## src/rtl/coc_pkg.sv

```systemverilog
// Package of offsets, field positions, reset values and carriers for the clock output controls
`default_nettype none
package coc_pkg;
  // Register offsets on the configuration port
  localparam logic [7:0] COC_DIFF2_CTRL_OFS   = 8'h23;
  localparam logic [7:0] COC_SE_DIV_CTRL_OFS  = 8'h24;

  // Second differential output control field positions
  localparam int COC_D2_SRC_BIT      = 7;
  localparam int COC_D2_TYPE_HI      = 5;
  localparam int COC_D2_TYPE_LO      = 4;
  localparam int COC_D2_SLEW_BIT     = 1;
  localparam int COC_D2_COMP_BIT     = 0;

  // Single-ended and divider control field positions
  localparam int COC_PWR_N_BIT       = 7;
  localparam int COC_REF_FREE_BIT    = 6;
  localparam int COC_LR_32K_BIT      = 4;
  localparam int COC_LR_SRC_BIT      = 3;
  localparam int COC_REF_EN_BIT      = 2;
  localparam int COC_CH3_EN_BIT      = 1;
  localparam int COC_CH2_EN_BIT      = 0;

  // Values after reset of the storage bits
  localparam logic [7:0] COC_DIFF2_RESET  = 8'h30;
  localparam logic [7:0] COC_SE_DIV_RESET = 8'h8c;

  // Writable bits; reserved positions hold no storage
  localparam logic [7:0] COC_DIFF2_WMASK  = 8'hb3;
  localparam logic [7:0] COC_SE_DIV_WMASK = 8'hdf;

  // Constant read value of reserved bits
  localparam logic [7:0] COC_DIFF2_RSVD_RD  = 8'h04;
  localparam logic [7:0] COC_SE_DIV_RSVD_RD = 8'h00;

  // Signalling type codes of the second differential output
  typedef enum logic [1:0] {
    COC_TYPE_SINGLE = 2'b00,
    COC_TYPE_RSVD1  = 2'b01,
    COC_TYPE_RSVD2  = 2'b10,
    COC_TYPE_DIFF   = 2'b11
  } coc_sig_type_t;

  // Register access request from the serial management port
  typedef struct packed {
    logic       wr;
    logic       rd;
    logic [7:0] addr;
    logic [7:0] wdata;
  } coc_req_t;

  // Controls toward the clock output stages
  typedef struct packed {
    logic          second_diff_source_select;
    coc_sig_type_t second_diff_signal_type;
    logic          second_diff_single_slew;
    logic          second_diff_complement_enable;
    logic          chip_power_down_n;
    logic          ref_output_enable;
    logic          ref_free_run;
    logic          lowrate_force_32k;
    logic          lowrate_output_source_select;
    logic          fourth_divider_channel_three_enable;
    logic          fourth_divider_channel_two_enable;
  } coc_ctl_t;
endpackage : coc_pkg
`default_nettype wire

```

## src/rtl/coc_byte_reg.sv

```systemverilog
// One 8-bit control register with per-bit storage mask and reset value
`default_nettype none
module coc_byte_reg
  import coc_pkg::*;
#(
  parameter logic [7:0] RESET_VAL = 8'h00,
  parameter logic [7:0] WMASK     = 8'hff
) (
  input  wire logic       ref_clk,
  input  wire logic       reset,
  input  wire logic       wr_en,
  input  wire logic [7:0] wr_data,
  output var  logic [7:0] q
);
  // Masked storage; unmasked bits stay at zero so reserved positions cost nothing
  always_ff @(posedge ref_clk or posedge reset) begin
    if (reset) begin
      q <= RESET_VAL & WMASK;
    end else if (wr_en) begin
      q <= wr_data & WMASK;
    end
  end
endmodule : coc_byte_reg
`default_nettype wire

```

## src/rtl/coc_clock_output_ctrl.sv

```systemverilog
// Control registers for the second differential, reference and low-rate outputs
`default_nettype none
module coc_clock_output_ctrl
  import coc_pkg::*;
(
  input  wire logic       ref_clk,
  input  wire logic       reset,
  input  wire coc_req_t   req,
  output var  logic [7:0] rd_data_q,
  output var  logic       rd_valid_q,
  output var  coc_ctl_t   ctl_q
);
  logic [7:0]    diff2_q;
  logic [7:0]    se_div_q;
  logic [7:0]    diff2_wdata;
  logic          diff2_wr;
  logic          se_div_wr;
  coc_sig_type_t wr_type;
  coc_ctl_t      ctl_d;

  // Address decode; writes to unmapped offsets are dropped
  assign diff2_wr  = req.wr && (req.addr == COC_DIFF2_CTRL_OFS);
  assign se_div_wr = req.wr && (req.addr == COC_SE_DIV_CTRL_OFS);

  // A reserved type code keeps the previous type; the rest of the byte still lands
  assign wr_type = coc_sig_type_t'(req.wdata[COC_D2_TYPE_HI:COC_D2_TYPE_LO]);
  always_comb begin
    diff2_wdata = req.wdata;
    if (wr_type == COC_TYPE_RSVD1 || wr_type == COC_TYPE_RSVD2) begin
      diff2_wdata[COC_D2_TYPE_HI:COC_D2_TYPE_LO] = diff2_q[COC_D2_TYPE_HI:COC_D2_TYPE_LO];
    end
  end

  // Second differential output control storage
  coc_byte_reg #(
    .RESET_VAL (COC_DIFF2_RESET),
    .WMASK     (COC_DIFF2_WMASK)
  ) u_diff2 (
    .ref_clk (ref_clk),
    .reset   (reset),
    .wr_en   (diff2_wr),
    .wr_data (diff2_wdata),
    .q       (diff2_q)
  );

  // Single-ended and divider control storage
  coc_byte_reg #(
    .RESET_VAL (COC_SE_DIV_RESET),
    .WMASK     (COC_SE_DIV_WMASK)
  ) u_se_div (
    .ref_clk (ref_clk),
    .reset   (reset),
    .wr_en   (se_div_wr),
    .wr_data (req.wdata),
    .q       (se_div_q)
  );

  // Read path, one cycle after the strobe; unmapped offsets read zero
  always_ff @(posedge ref_clk or posedge reset) begin
    if (reset) begin
      rd_data_q  <= 8'h00;
      rd_valid_q <= 1'b0;
    end else begin
      rd_valid_q <= req.rd;
      if (req.rd) begin
        case (req.addr)
          COC_DIFF2_CTRL_OFS:  rd_data_q <= diff2_q | COC_DIFF2_RSVD_RD;
          COC_SE_DIV_CTRL_OFS: rd_data_q <= se_div_q | COC_SE_DIV_RSVD_RD;
          default:             rd_data_q <= 8'h00;
        endcase
      end
    end
  end

  // Decode of stored fields into stage controls; power down gates every enable
  always_comb begin
    ctl_d = '0;
    ctl_d.chip_power_down_n             = se_div_q[COC_PWR_N_BIT];
    ctl_d.second_diff_source_select     = diff2_q[COC_D2_SRC_BIT];
    ctl_d.second_diff_signal_type       =
      coc_sig_type_t'(diff2_q[COC_D2_TYPE_HI:COC_D2_TYPE_LO]);
    ctl_d.second_diff_single_slew       = diff2_q[COC_D2_SLEW_BIT];
    // Leg only matters in single-ended pair mode
    ctl_d.second_diff_complement_enable = diff2_q[COC_D2_COMP_BIT] && se_div_q[COC_PWR_N_BIT]
      && (diff2_q[COC_D2_TYPE_HI:COC_D2_TYPE_LO] == COC_TYPE_SINGLE);
    ctl_d.ref_output_enable             =
      se_div_q[COC_REF_EN_BIT] && se_div_q[COC_PWR_N_BIT];
    ctl_d.ref_free_run                  = se_div_q[COC_REF_FREE_BIT];
    ctl_d.lowrate_force_32k             = !se_div_q[COC_LR_32K_BIT];
    // Source select held low while the 32 kHz default owns the output
    ctl_d.lowrate_output_source_select  =
      se_div_q[COC_LR_32K_BIT] && se_div_q[COC_LR_SRC_BIT];
    ctl_d.fourth_divider_channel_three_enable =
      se_div_q[COC_CH3_EN_BIT] && se_div_q[COC_PWR_N_BIT];
    ctl_d.fourth_divider_channel_two_enable   =
      se_div_q[COC_CH2_EN_BIT] && se_div_q[COC_PWR_N_BIT];
  end

  // Registered outputs so the stage muxes never see decode glitches
  always_ff @(posedge ref_clk or posedge reset) begin
    if (reset) begin
      ctl_q <= '0;
    end else begin
      ctl_q <= ctl_d;
    end
  end

  // Source select follows the written bit two cycles later
  diff_source_a: assert property (@(posedge ref_clk) disable iff (reset)
    diff2_wr |-> ##2 ctl_q.second_diff_source_select == $past(req.wdata[COC_D2_SRC_BIT], 2))
    else $error("second diff source select wrong");

  // Without a write the source mux must not move; its reset and default values agree
  source_hold_a: assert property (@(posedge ref_clk) disable iff (reset)
    !diff2_wr |-> ##2 $stable(ctl_q.second_diff_source_select))
    else $error("second diff source select moved without a write");

  // Reserved type codes never reach storage
  type_no_rsvd_a: assert property (@(posedge ref_clk) disable iff (reset)
    diff2_wr && (wr_type == COC_TYPE_RSVD1 || wr_type == COC_TYPE_RSVD2)
    |=> $stable(diff2_q[COC_D2_TYPE_HI:COC_D2_TYPE_LO]))
    else $error("reserved type code stored");

  // Single-ended code written lands in the field
  type_single_a: assert property (@(posedge ref_clk) disable iff (reset)
    diff2_wr && wr_type == COC_TYPE_SINGLE
    |-> ##2 ctl_q.second_diff_signal_type == COC_TYPE_SINGLE)
    else $error("single-ended type not applied");

  // Slew follows its bit
  slew_follow_a: assert property (@(posedge ref_clk) disable iff (reset)
    diff2_wr |-> ##2 ctl_q.second_diff_single_slew == $past(req.wdata[COC_D2_SLEW_BIT], 2))
    else $error("slew drive wrong");

  // Slew holds between writes
  slew_hold_a: assert property (@(posedge ref_clk) disable iff (reset)
    !diff2_wr |-> ##2 $stable(ctl_q.second_diff_single_slew))
    else $error("slew drive moved without a write");

  // Complementary leg never on outside single-ended mode
  comp_mode_a: assert property (@(posedge ref_clk) disable iff (reset)
    ctl_q.second_diff_complement_enable |-> ctl_q.second_diff_signal_type == COC_TYPE_SINGLE)
    else $error("complement leg on outside single-ended mode");

  // Leg follows its bit in single-ended mode while power stays on and untouched
  comp_follow_a: assert property (@(posedge ref_clk) disable iff (reset)
    diff2_wr && wr_type == COC_TYPE_SINGLE && se_div_q[COC_PWR_N_BIT] && !se_div_wr
    |-> ##2 ctl_q.second_diff_complement_enable == $past(req.wdata[COC_D2_COMP_BIT], 2))
    else $error("complement leg does not follow its bit");

  // Powering down drops the reference enable and both divider channel enables
  power_down_a: assert property (@(posedge ref_clk) disable iff (reset)
    !ctl_q.chip_power_down_n |-> !ctl_q.ref_output_enable
      && !ctl_q.fourth_divider_channel_three_enable && !ctl_q.fourth_divider_channel_two_enable)
    else $error("enable active during power down");

  // Power bit written low reaches the output in two cycles
  power_write_a: assert property (@(posedge ref_clk) disable iff (reset)
    se_div_wr && !req.wdata[COC_PWR_N_BIT] |-> ##2 !ctl_q.chip_power_down_n)
    else $error("power down not applied");

  // 32 kHz default excludes a divider choice
  lowrate_32k_a: assert property (@(posedge ref_clk) disable iff (reset)
    ctl_q.lowrate_force_32k |-> !ctl_q.lowrate_output_source_select)
    else $error("low-rate source chosen under 32k default");

  // Forced 32 kHz is bit 4 cleared
  force_32k_a: assert property (@(posedge ref_clk) disable iff (reset)
    se_div_wr |-> ##2 ctl_q.lowrate_force_32k == !$past(req.wdata[COC_LR_32K_BIT], 2))
    else $error("low-rate 32k default wrong");

  // Divider choice reaches the mux only once the default is released
  lowrate_source_a: assert property (@(posedge ref_clk) disable iff (reset)
    se_div_wr |-> ##2 ctl_q.lowrate_output_source_select
      == ($past(req.wdata[COC_LR_32K_BIT], 2) && $past(req.wdata[COC_LR_SRC_BIT], 2)))
    else $error("low-rate source select wrong");

  // Channel three enable tracks its bit under power
  ch_three_a: assert property (@(posedge ref_clk) disable iff (reset)
    se_div_wr |-> ##2 ctl_q.fourth_divider_channel_three_enable
      == ($past(req.wdata[COC_CH3_EN_BIT], 2) && $past(req.wdata[COC_PWR_N_BIT], 2)))
    else $error("channel three enable wrong");

  // Channel two enable tracks its bit under power
  ch_two_a: assert property (@(posedge ref_clk) disable iff (reset)
    se_div_wr |-> ##2 ctl_q.fourth_divider_channel_two_enable
      == ($past(req.wdata[COC_CH2_EN_BIT], 2) && $past(req.wdata[COC_PWR_N_BIT], 2)))
    else $error("channel two enable wrong");

  // Reference free-run follows its bit
  ref_free_a: assert property (@(posedge ref_clk) disable iff (reset)
    se_div_wr |-> ##2 ctl_q.ref_free_run == $past(req.wdata[COC_REF_FREE_BIT], 2))
    else $error("reference free-run wrong");

  // Reference enable tracks its bit under power
  ref_enable_a: assert property (@(posedge ref_clk) disable iff (reset)
    se_div_wr |-> ##2 ctl_q.ref_output_enable
      == ($past(req.wdata[COC_REF_EN_BIT], 2) && $past(req.wdata[COC_PWR_N_BIT], 2)))
    else $error("reference enable wrong");

  // Free-run holds between writes
  ref_hold_a: assert property (@(posedge ref_clk) disable iff (reset)
    !se_div_wr |-> ##2 $stable(ctl_q.ref_free_run))
    else $error("reference free-run moved without a write");

  // Read answer one cycle after the strobe
  read_answer_a: assert property (@(posedge ref_clk) disable iff (reset)
    req.rd && req.addr == COC_SE_DIV_CTRL_OFS && !req.wr
    |=> rd_valid_q && rd_data_q == $past(se_div_q))
    else $error("register read answer wrong");

  // Second differential register reads storage with the reserved one forced in
  read_diff2_a: assert property (@(posedge ref_clk) disable iff (reset)
    req.rd && req.addr == COC_DIFF2_CTRL_OFS && !req.wr
    |=> rd_valid_q && rd_data_q == ($past(diff2_q) | COC_DIFF2_RSVD_RD))
    else $error("second diff register read wrong");
endmodule : coc_clock_output_ctrl
`default_nettype wire

```

## config.mk

```make
export PLATFORM = sky130hd
export DESIGN_NAME = coc_clock_output_ctrl
export DESIGN_NICKNAME = d
export VERILOG_FILES = /design/src/rtl/coc_pkg.sv /design/src/rtl/coc_byte_reg.sv /design/src/rtl/coc_clock_output_ctrl.sv
export SDC_FILE = /design/constraint.sdc
export NUM_CORES = 1
export LEC_CHECK = 0
export ABC_AREA = 0
export BUFFER_PORTS_ARGS = -buffer_cell sky130_fd_sc_hd__buf_2
export CAP_MARGIN = 40
export CORE_MARGIN = 4
export CORE_UTILIZATION = 52
export DETAILED_ROUTE_END_ITERATION = 8
export PLACE_DENSITY = 0.92
export SLEW_MARGIN = 25
export SYNTH_ARGS = -nofsm -noshare
export SYNTH_HDL_FRONTEND = slang
export SYNTH_SLANG_ARGS = --single-unit
```

## constraint.sdc

```tcl
create_clock -name ref_clk -period 1.6 [get_ports ref_clk]
set_input_delay 0.16 -clock ref_clk [delete_from_list [all_inputs] [get_ports ref_clk]]
set_output_delay 0.16 -clock ref_clk [all_outputs]
set_load 0.02 [all_outputs]
```

# Word-level counts from Yosys, hierarchy flattened
# Index checks and enable logic that the tools add are counted.
# classes
n_mul	0
addsub	0
reduce_logical	12
n_mux	1
bitwise_logic	1
n_div	0
eq_ne	4
n_shift	0
order_cmp	0
# ops
operator	count
== test 8 x 6 -> 1 bit, second input constant	2
one-hot mux 8 bit (2 select lines)	1
logical AND 1 bit	8
== test 2 x 1 -> 1 bit, second input constant	1
== test 2 bit, second input constant	1
zero test 2 bit	1
AND reduction 2 bit	1
zero test 1 bit	1
logical OR 1 bit	1
inverter 1 bit	1
# totals
input_bits	20
register_bits	33
memories	0
romBits	0
ram_bits	0
latch_bits	0

# Longest topological paths before layout
# Gate-level depths: netlist of the first run.
# logic_depth
word_depth	4
ltp_mapped	4
depth_no_buf	3

# Cells and area by module
# A second synthesis of the first run with hierarchy kept.
# unflattened
cells_unflattened	97
area_unflattened_um2	1401.3
# modules_own_cells
mod	instances	area_per_inst_um2	cells_each
coc_clock_output_ctrl	1	877.1	64
coc_byte_reg at u_se_div	1	310.3	18
coc_byte_reg at u_diff2	1	214.0	15

# Least setup slack after synthesis of the first run
# Ideal clock, no wire load.
# synth_timing
kind	input -> register
from	input req[9] (netlist name)
to	register u_se_div.q[0]
setup_slack_ps	418
arrival_time_ps	1057
path_stages	3
setup_time_ps	125
cell_sequence	nor3b_2 -> nand3_2 -> mux2_2
# synth_via
elab_chain_len	2
# synth_lines
item	line	text
from (decl)	coc_clock_output_ctrl.sv:8	input wire coc_req_t req,
== test 8 x 6 -> 1 bit	coc_clock_output_ctrl.sv:23	assign se_div_wr = req.wr && (req.addr == COC_SE_DIV_CTRL_OFS);
logical AND 1 bit	coc_clock_output_ctrl.sv:23	
to (signal assigned)	coc_byte_reg.sv:18	q <= RESET_VAL & WMASK;
to (signal assigned)	coc_byte_reg.sv:20	q <= wr_data & WMASK;
to (decl)	coc_byte_reg.sv:13	output var logic [7:0] q
# No other way between the ends.
# A chain may end at the register's enable or synchronous reset.

==> flow_summary.json, run 1 <==
{
  "outcome": "finished, final reports clean",
  "slew_headroom_pct": 73.8,
  "critPathArrivalTime_ns": 1.33,
  "synth_async_sr_flop_share_pct": 100,
  "crit_chain": "inv_1, a41o_1, a21oi_1",
  "worstMarginPinSlew_ns": 0.392,
  "syn_nets": 116,
  "path_max_fanout": 4,
  "totalNegativeSetupSlack_ns": 0,
  "cts.clk_slew.worst_paths_ns": 0.10,
  "end_kind": "flip-flop",
  "hpwl_mm": 1.91,
  "cts_tree": "done",
  "synth.cell_area_mm2": 0.00127,
  "yosys_warnings": 0,
  "ys_types": 24,
  "fill_cells": 179,
  "cts-buffers-inserted": 5,
  "cts.path.max_buffers": 2,
  "setup_viol": 0,
  "synth.most_common_cell": "dfrtp_1",
  "hold_violations": 0,
  "seq_area_frac_synth_pct": 65.6,
  "crit_path_max_incr_delay_ns": 0.58,
  "numPlacedInstances": 164,
  "antenna_found_initial": 0,
  "hold_depth": 1,
  "wirelength_mm": 2.58,
  "ys.flop_type": "dfrtp_1",
  "nets": 164,
  "gp_congestion": 0.800,
  "post-route-util_pct": 69.3,
  "whs_endpoint": "rd_valid_q$_DFF_PP0_",
  "io_buffer_count": 40,
  "grt_pass1_vias": 894,
  "worstReg2RegStart": "u_diff2.q[5]$_DFFE_PP1P_",
  "fp.dieW_um": 57.4,
  "finalCritPeriodShare_pct": 67.0,
  "syn-instance-count": 96,
  "die_y_um": 57.4,
  "drv_slew": 0,
  "ys_ff_latch": 33,
  "insertion_delay_ns": 0.33,
  "skew_ns": 0.00909,
  "coreArea_mm2": 0.00228,
  "rsz0062_at_grt": "no",
  "synth.largest_area_cell": "dfrtp_1",
  "io_pins": 41,
  "drive_gt1_share_pct": 45.5,
  "hp-start": "req[16]",
  "grt_usage_pct": 17.7,
  "path_class": "flip-flop to flip-flop",
  "ant_nets": 0,
  "n_antenna_cell": 0,
  "required_ns": 1.86,
  "die-area_mm2": 0.00329,
  "drc_errors": 0,
  "hold_class": "input pin to flip-flop",
  "fmax_ghz": 0.933,
  "overflow": 0,
  "clockRootBuffer": "clkbuf_4",
  "start_util_pct": 55.7,
  "cts_resized": 0,
  "worstReg2RegEnd": "u_diff2.q[5]$_DFFE_PP1P_",
  "cp_slowest_cell": "dfstp_2",
  "cts_max_level": 2,
  "synth.cells.most_frequent": "dfrtp_1 (28), inv_1 (14), mux2_2 (9)",
  "p_leak_nw": 0.821,
  "via_per_inst": 5.27,
  "fin_ws_ns": 0.529,
  "cap_violations": 0,
  "num_rows": 17,
  "synth_edf_count": 0,
  "syn_to_final_growth_pct": 24.5,
  "startpoint_type": "flip-flop",
  "post-synth-top-area-fraction_pct": 55.3,
  "ir_drop_uv": 843,
  "vias": 912,
  "power_mw": 1.46,
  "reg2reg_depth": 3,
  "yosys-top-cells-area": "dfrtp_1 (55%), dfstp_2 (10%), mux2_2 (8.0%)",
  "clkSinkCount": 33,
  "final.min_clock_period_ns": 1.07,
  "first_iter_violations": 25,
  "grt_pass1_wl_mm": 4.22,
  "drtPass1Iterations": 4,
  "final_cells": 173,
  "grt_max_degree": 34,
  "syn_area_per_cell_um2": 13.2,
  "dp_slack_ns": 0.215,
  "r2r_slack_ns": 0.53,
  "wl_per_cell_um": 14.9,
  "power_density_mw_per_mm2": 926
}
==> cell type report <==
cell class | instances | area (µm²) | share of cell area [%]
Timing Repair Buffer | 43 | 225 | 14.3
Tap cell | 28 | 35.0 | 2.22
Sequential cell | 33 | 832 | 52.7
Inverter | 14 | 52.6 | 3.33
Multi-Input combinational cell | 47 | 374 | 23.7
Clock buffer | 8 | 58.8 | 3.73
==> per-layer routing <==
metal | GRT usage (%) | share of wire, %
met4 | 9.27 | 2.0
met2 | 26.5 | 50
met3 | 8.14 | 7.5
met5 | 0 | 0
met1 | 21.3 | 41
==> sequential cells by signal, summed over array words and instances, names as in the netlist <==
| register | flops |
|---|---|
| ctl_q | 12 |
| rd_data_q | 8 |
| rd_valid_q | 1 |
| u_diff2.q | 5 |
| u_se_div.q | 7 |
==> kinds of logic after synthesis <==
logic type / synth area share [%]
buffers and inverters: 4.84
flip-flops: 65.6
AND/OR/NAND/NOR: 11.2
AO/OA/AOI/OAI: 9.58
multiplexers: 8.79
==> critical path, delay by kind of cell (launching register included) <==
kind / cells / cell delay, ns
AO/OA/AOI/OAI: 2 / 0.36
flip-flops: 1 / 0.58
buffers and inverters: 1 / 0.06
==> worst max-delay path by stage <==
stage                                   startpoint                        end  slack, ns  cells after the start
final                     u_diff2.q[5]$_DFFE_PP1P_   u_diff2.q[5]$_DFFE_PP1P_       0.53                      3
after global routing      u_diff2.q[5]$_DFFE_PP1P_   u_diff2.q[5]$_DFFE_PP1P_       0.48                      3
after CTS                 u_diff2.q[5]$_DFFE_PP1P_   u_diff2.q[5]$_DFFE_PP1P_       0.53                      3
after detailed placement                   req[12]  u_se_div.q[6]$_DFFE_PP0P_       0.22                      4
after global placement                     req[12]  u_se_div.q[6]$_DFFE_PP0P_       0.28                      4
after floorplan                             req[9]  u_se_div.q[0]$_DFFE_PP0P_       0.42                      3
==> timing repair <==
item	CTS	global route
hold buffers	1	0
setup buffers	0	0
setup endpoints to repair	0	0
endpoints found under the hold margin	28	0
==> layout by cell type (no fill, tap or decap) <==
master | netlist | routed
nand3_2 | 1 | 1
buf_4 | 0 | 2
a21oi_1 | 3 | 3
and3b_2 | 1 | 1
and4_1 | 2 | 2
dfrtp_1 | 28 | 28
inv_1 | 14 | 14
clkbuf_1 | 1 | 2
nor3b_1 | 1 | 1
nand3_1 | 2 | 2
nor2_1 | 2 | 2
nor2b_1 | 1 | 1
o22ai_1 | 8 | 8
nor3b_2 | 1 | 1
and2_1 | 4 | 4
clkbuf_4 | 0 | 5
buf_2 | 1 | 40
mux2i_1 | 1 | 1
nor4b_4 | 1 | 1
clkbuf_8 | 0 | 1
dfstp_2 | 5 | 5
a41o_1 | 1 | 1
a41oi_1 | 1 | 1
a22oi_1 | 4 | 4
mux2_2 | 9 | 9
nand2_1 | 3 | 3
a211oi_1 | 1 | 1
dlygate4sd3_1 | 0 | 1
==> per-stage QoR <==
| stage | hold slack [ns] | instance area [µm²] |
|---|---|---|
| after CTS | 0.0368 | 1580 |
| after floorplan | 0.191 | 1270 |
| final | 0.0537 | 1580 |
| after global placement | 0.251 | 1510 |
| after detailed placement | 0.265 | 1510 |
| after global routing | 0.0332 | 1580 |
==> power by group <==
part	internal, mW	total (mW)	switching (mW)
Combinational	0.0464	0.112	0.0653
Clock	0.217	0.479	0.262
Sequential	0.858	0.870	0.0125
No activity file was read; power rests on OpenSTA's default activity.
==> run 2: changes to the inputs <==
CORE_UTILIZATION = 49   (was 52)
PLACE_DENSITY = 0.87   (was 0.92)
clock period = 1 ns   (was 1.6 ns; I/O delays follow)
==> flow_summary.json, run 2 (synthesis results as in run 1) <==
{
  "outcome": "finished, violations left",
  "violations": "setup timing",
  "wl_per_cell_um": 16.7,
  "largest-register": "ctl_q",
  "drv_slew": 0,
  "antenna_found_initial": 0,
  "post-route-util_pct": 71.6,
  "n_antenna_cell": 0,
  "hold_class": "input pin to flip-flop",
  "grt_usage_pct": 20.2,
  "via_per_inst": 5.28,
  "nets": 180,
  "end_kind": "flip-flop",
  "die-area_mm2": 0.00346,
  "grt_pass1_vias": 1061,
  "largest_reg_flops": 12,
  "cts.path.max_buffers": 2,
  "worstMarginPinSlew_ns": 0.274,
  "fp.dieW_um": 58.9,
  "grt_pass1_wl_mm": 5.00,
  "slew_headroom_pct": 81.6,
  "crit_path_max_incr_delay_ns": 0.57,
  "io_pins": 41,
  "drive_gt1_share_pct": 51.9,
  "cts_tree": "done",
  "finalCritPeriodShare_pct": 101,
  "ant_nets": 0,
  "power_density_mw_per_mm2": 1330,
  "clkSinkCount": 33,
  "syn_to_final_growth_pct": 39.9,
  "skew_ns": 0.00906,
  "start_util_pct": 51.2,
  "fin_ws_ns": -0.0124,
  "hold_violations": 0,
  "overflow": 0,
  "gp_congestion": 0.825,
  "coreArea_mm2": 0.00248,
  "fill_cells": 171,
  "die_y_um": 58.9,
  "cts_max_level": 2,
  "vias": 1004,
  "drc_errors": 0,
  "wirelength_mm": 3.17,
  "mostFrequentLayoutCells": "buf_2 (33), dfrtp_1 (28), buf_4 (15), inv_1 (13), mux2_2 (9)",
  "fmax_ghz": 0.988,
  "grt_max_degree": 34,
  "drtPass1Iterations": 4,
  "rsz0062_at_grt": "yes",
  "path_class": "flip-flop to flip-flop",
  "cp_slowest_cell": "dfstp_2",
  "hpwl_mm": 2.22,
  "startpoint_type": "flip-flop",
  "cap_violations": 0,
  "top_regs": "ctl_q x12, rd_data_q x8, u_se_div.q x7",
  "insertion_delay_ns": 0.33,
  "setup_viol": 1,
  "critPathArrivalTime_ns": 1.28,
  "required_ns": 1.27,
  "dp_slack_ns": -0.252,
  "ir_drop_uv": 1020,
  "first_iter_violations": 34,
  "p_leak_nw": 0.912,
  "num_rows": 18,
  "io_buffer_count": 40,
  "cts-buffers-inserted": 5,
  "crit_chain": "inv_2, a41o_1, a21oi_2",
  "cts.clk_slew.worst_paths_ns": 0.10,
  "final_common_cell": "buf_2",
  "path_max_fanout": 2,
  "clockRootBuffer": "clkbuf_4",
  "final.min_clock_period_ns": 1.01
}
run 2: critical path: cells and delay by family, from the launching register on:
kind | cells | cell delay, ns
buffers and inverters | 1 | 0.04
DFF | 1 | 0.57
AOI/OAI and AO/OA | 2 | 0.35
run 2: final cells by class:
class | instances | area (µm²) | share of cell area, %
clock buffer | 7 | 55.1 | 3.11
inverter | 14 | 52.6 | 2.96
multi-input combinational | 47 | 389 | 21.9
sequential | 33 | 832 | 46.9
tap | 30 | 37.5 | 2.12
timing repair buffer | 59 | 407 | 22.9
run 2: metal layers:
| metal | vias up | part of all wire [%] | global-route usage (%) |
|---|---|---|---|
| met3 | 11 | 8.2 | 7.46 |
| met1 | 487 | 37 | 23.5 |
| li1 | 462 | - | - |
| met2 | 44 | 53 | 33.3 |
| met4 | 0 | 1.9 | 8.74 |
| met5 | - | 0 | 0 |
run 2: per-stage QoR:
step	setup TNS, ns	total power [mW]	area [µm²]	std cells	hold WS, ns
finish	-0.0124	2.35	1770	190	0.0147
global route	-0.103	2.47	1770	190	-0.000879
CTS	0	2.38	1690	186	0.00324
detailed placement	-2.54	1.62	1600	175	0.160
global placement	-2.21	1.61	1600	175	0.149
floorplan	-0.441	1.51	1270	96	0.131
run 2: worst paths after layout:
path / slack [ns] / start / endpoint / cells after the start
max: -0.01 / u_diff2.q[5]$_DFFE_PP1P_ / u_diff2.q[5]$_DFFE_PP1P_ / 3
max reg2reg: -0.01 / u_diff2.q[5]$_DFFE_PP1P_ / u_diff2.q[5]$_DFFE_PP1P_ / 3
min reg2reg: 0.41 / u_se_div.q[6]$_DFFE_PP0P_ / ctl_q[4]$_DFF_PP0_ / 0
min: 0.01 / req[7] / u_diff2.q[7]$_DFFE_PP0P_ / 2
min in group asynchronous: 0.36 / reset / u_diff2.q[0]$_DFFE_PP0P_ / 4
max in group asynchronous: 0.41 / reset / u_se_div.q[7]$_DFFE_PP1P_ / 4
run 2: report_power, final:
group | switching, mW | internal (mW)
Combinational | 0.119 | 0.100
Sequential | 0.0202 | 1.37
Clock | 0.411 | 0.331
run 2: what timing repair did:
item / CTS / global route
endpoints found under the setup margin: 2 / 11
hold endpoints to repair: 30 / 0
hold buffers: 3 / 0
pin swaps: 1 / 0
buffers inserted: 1 / 4
gates resized for setup: 2 / 15
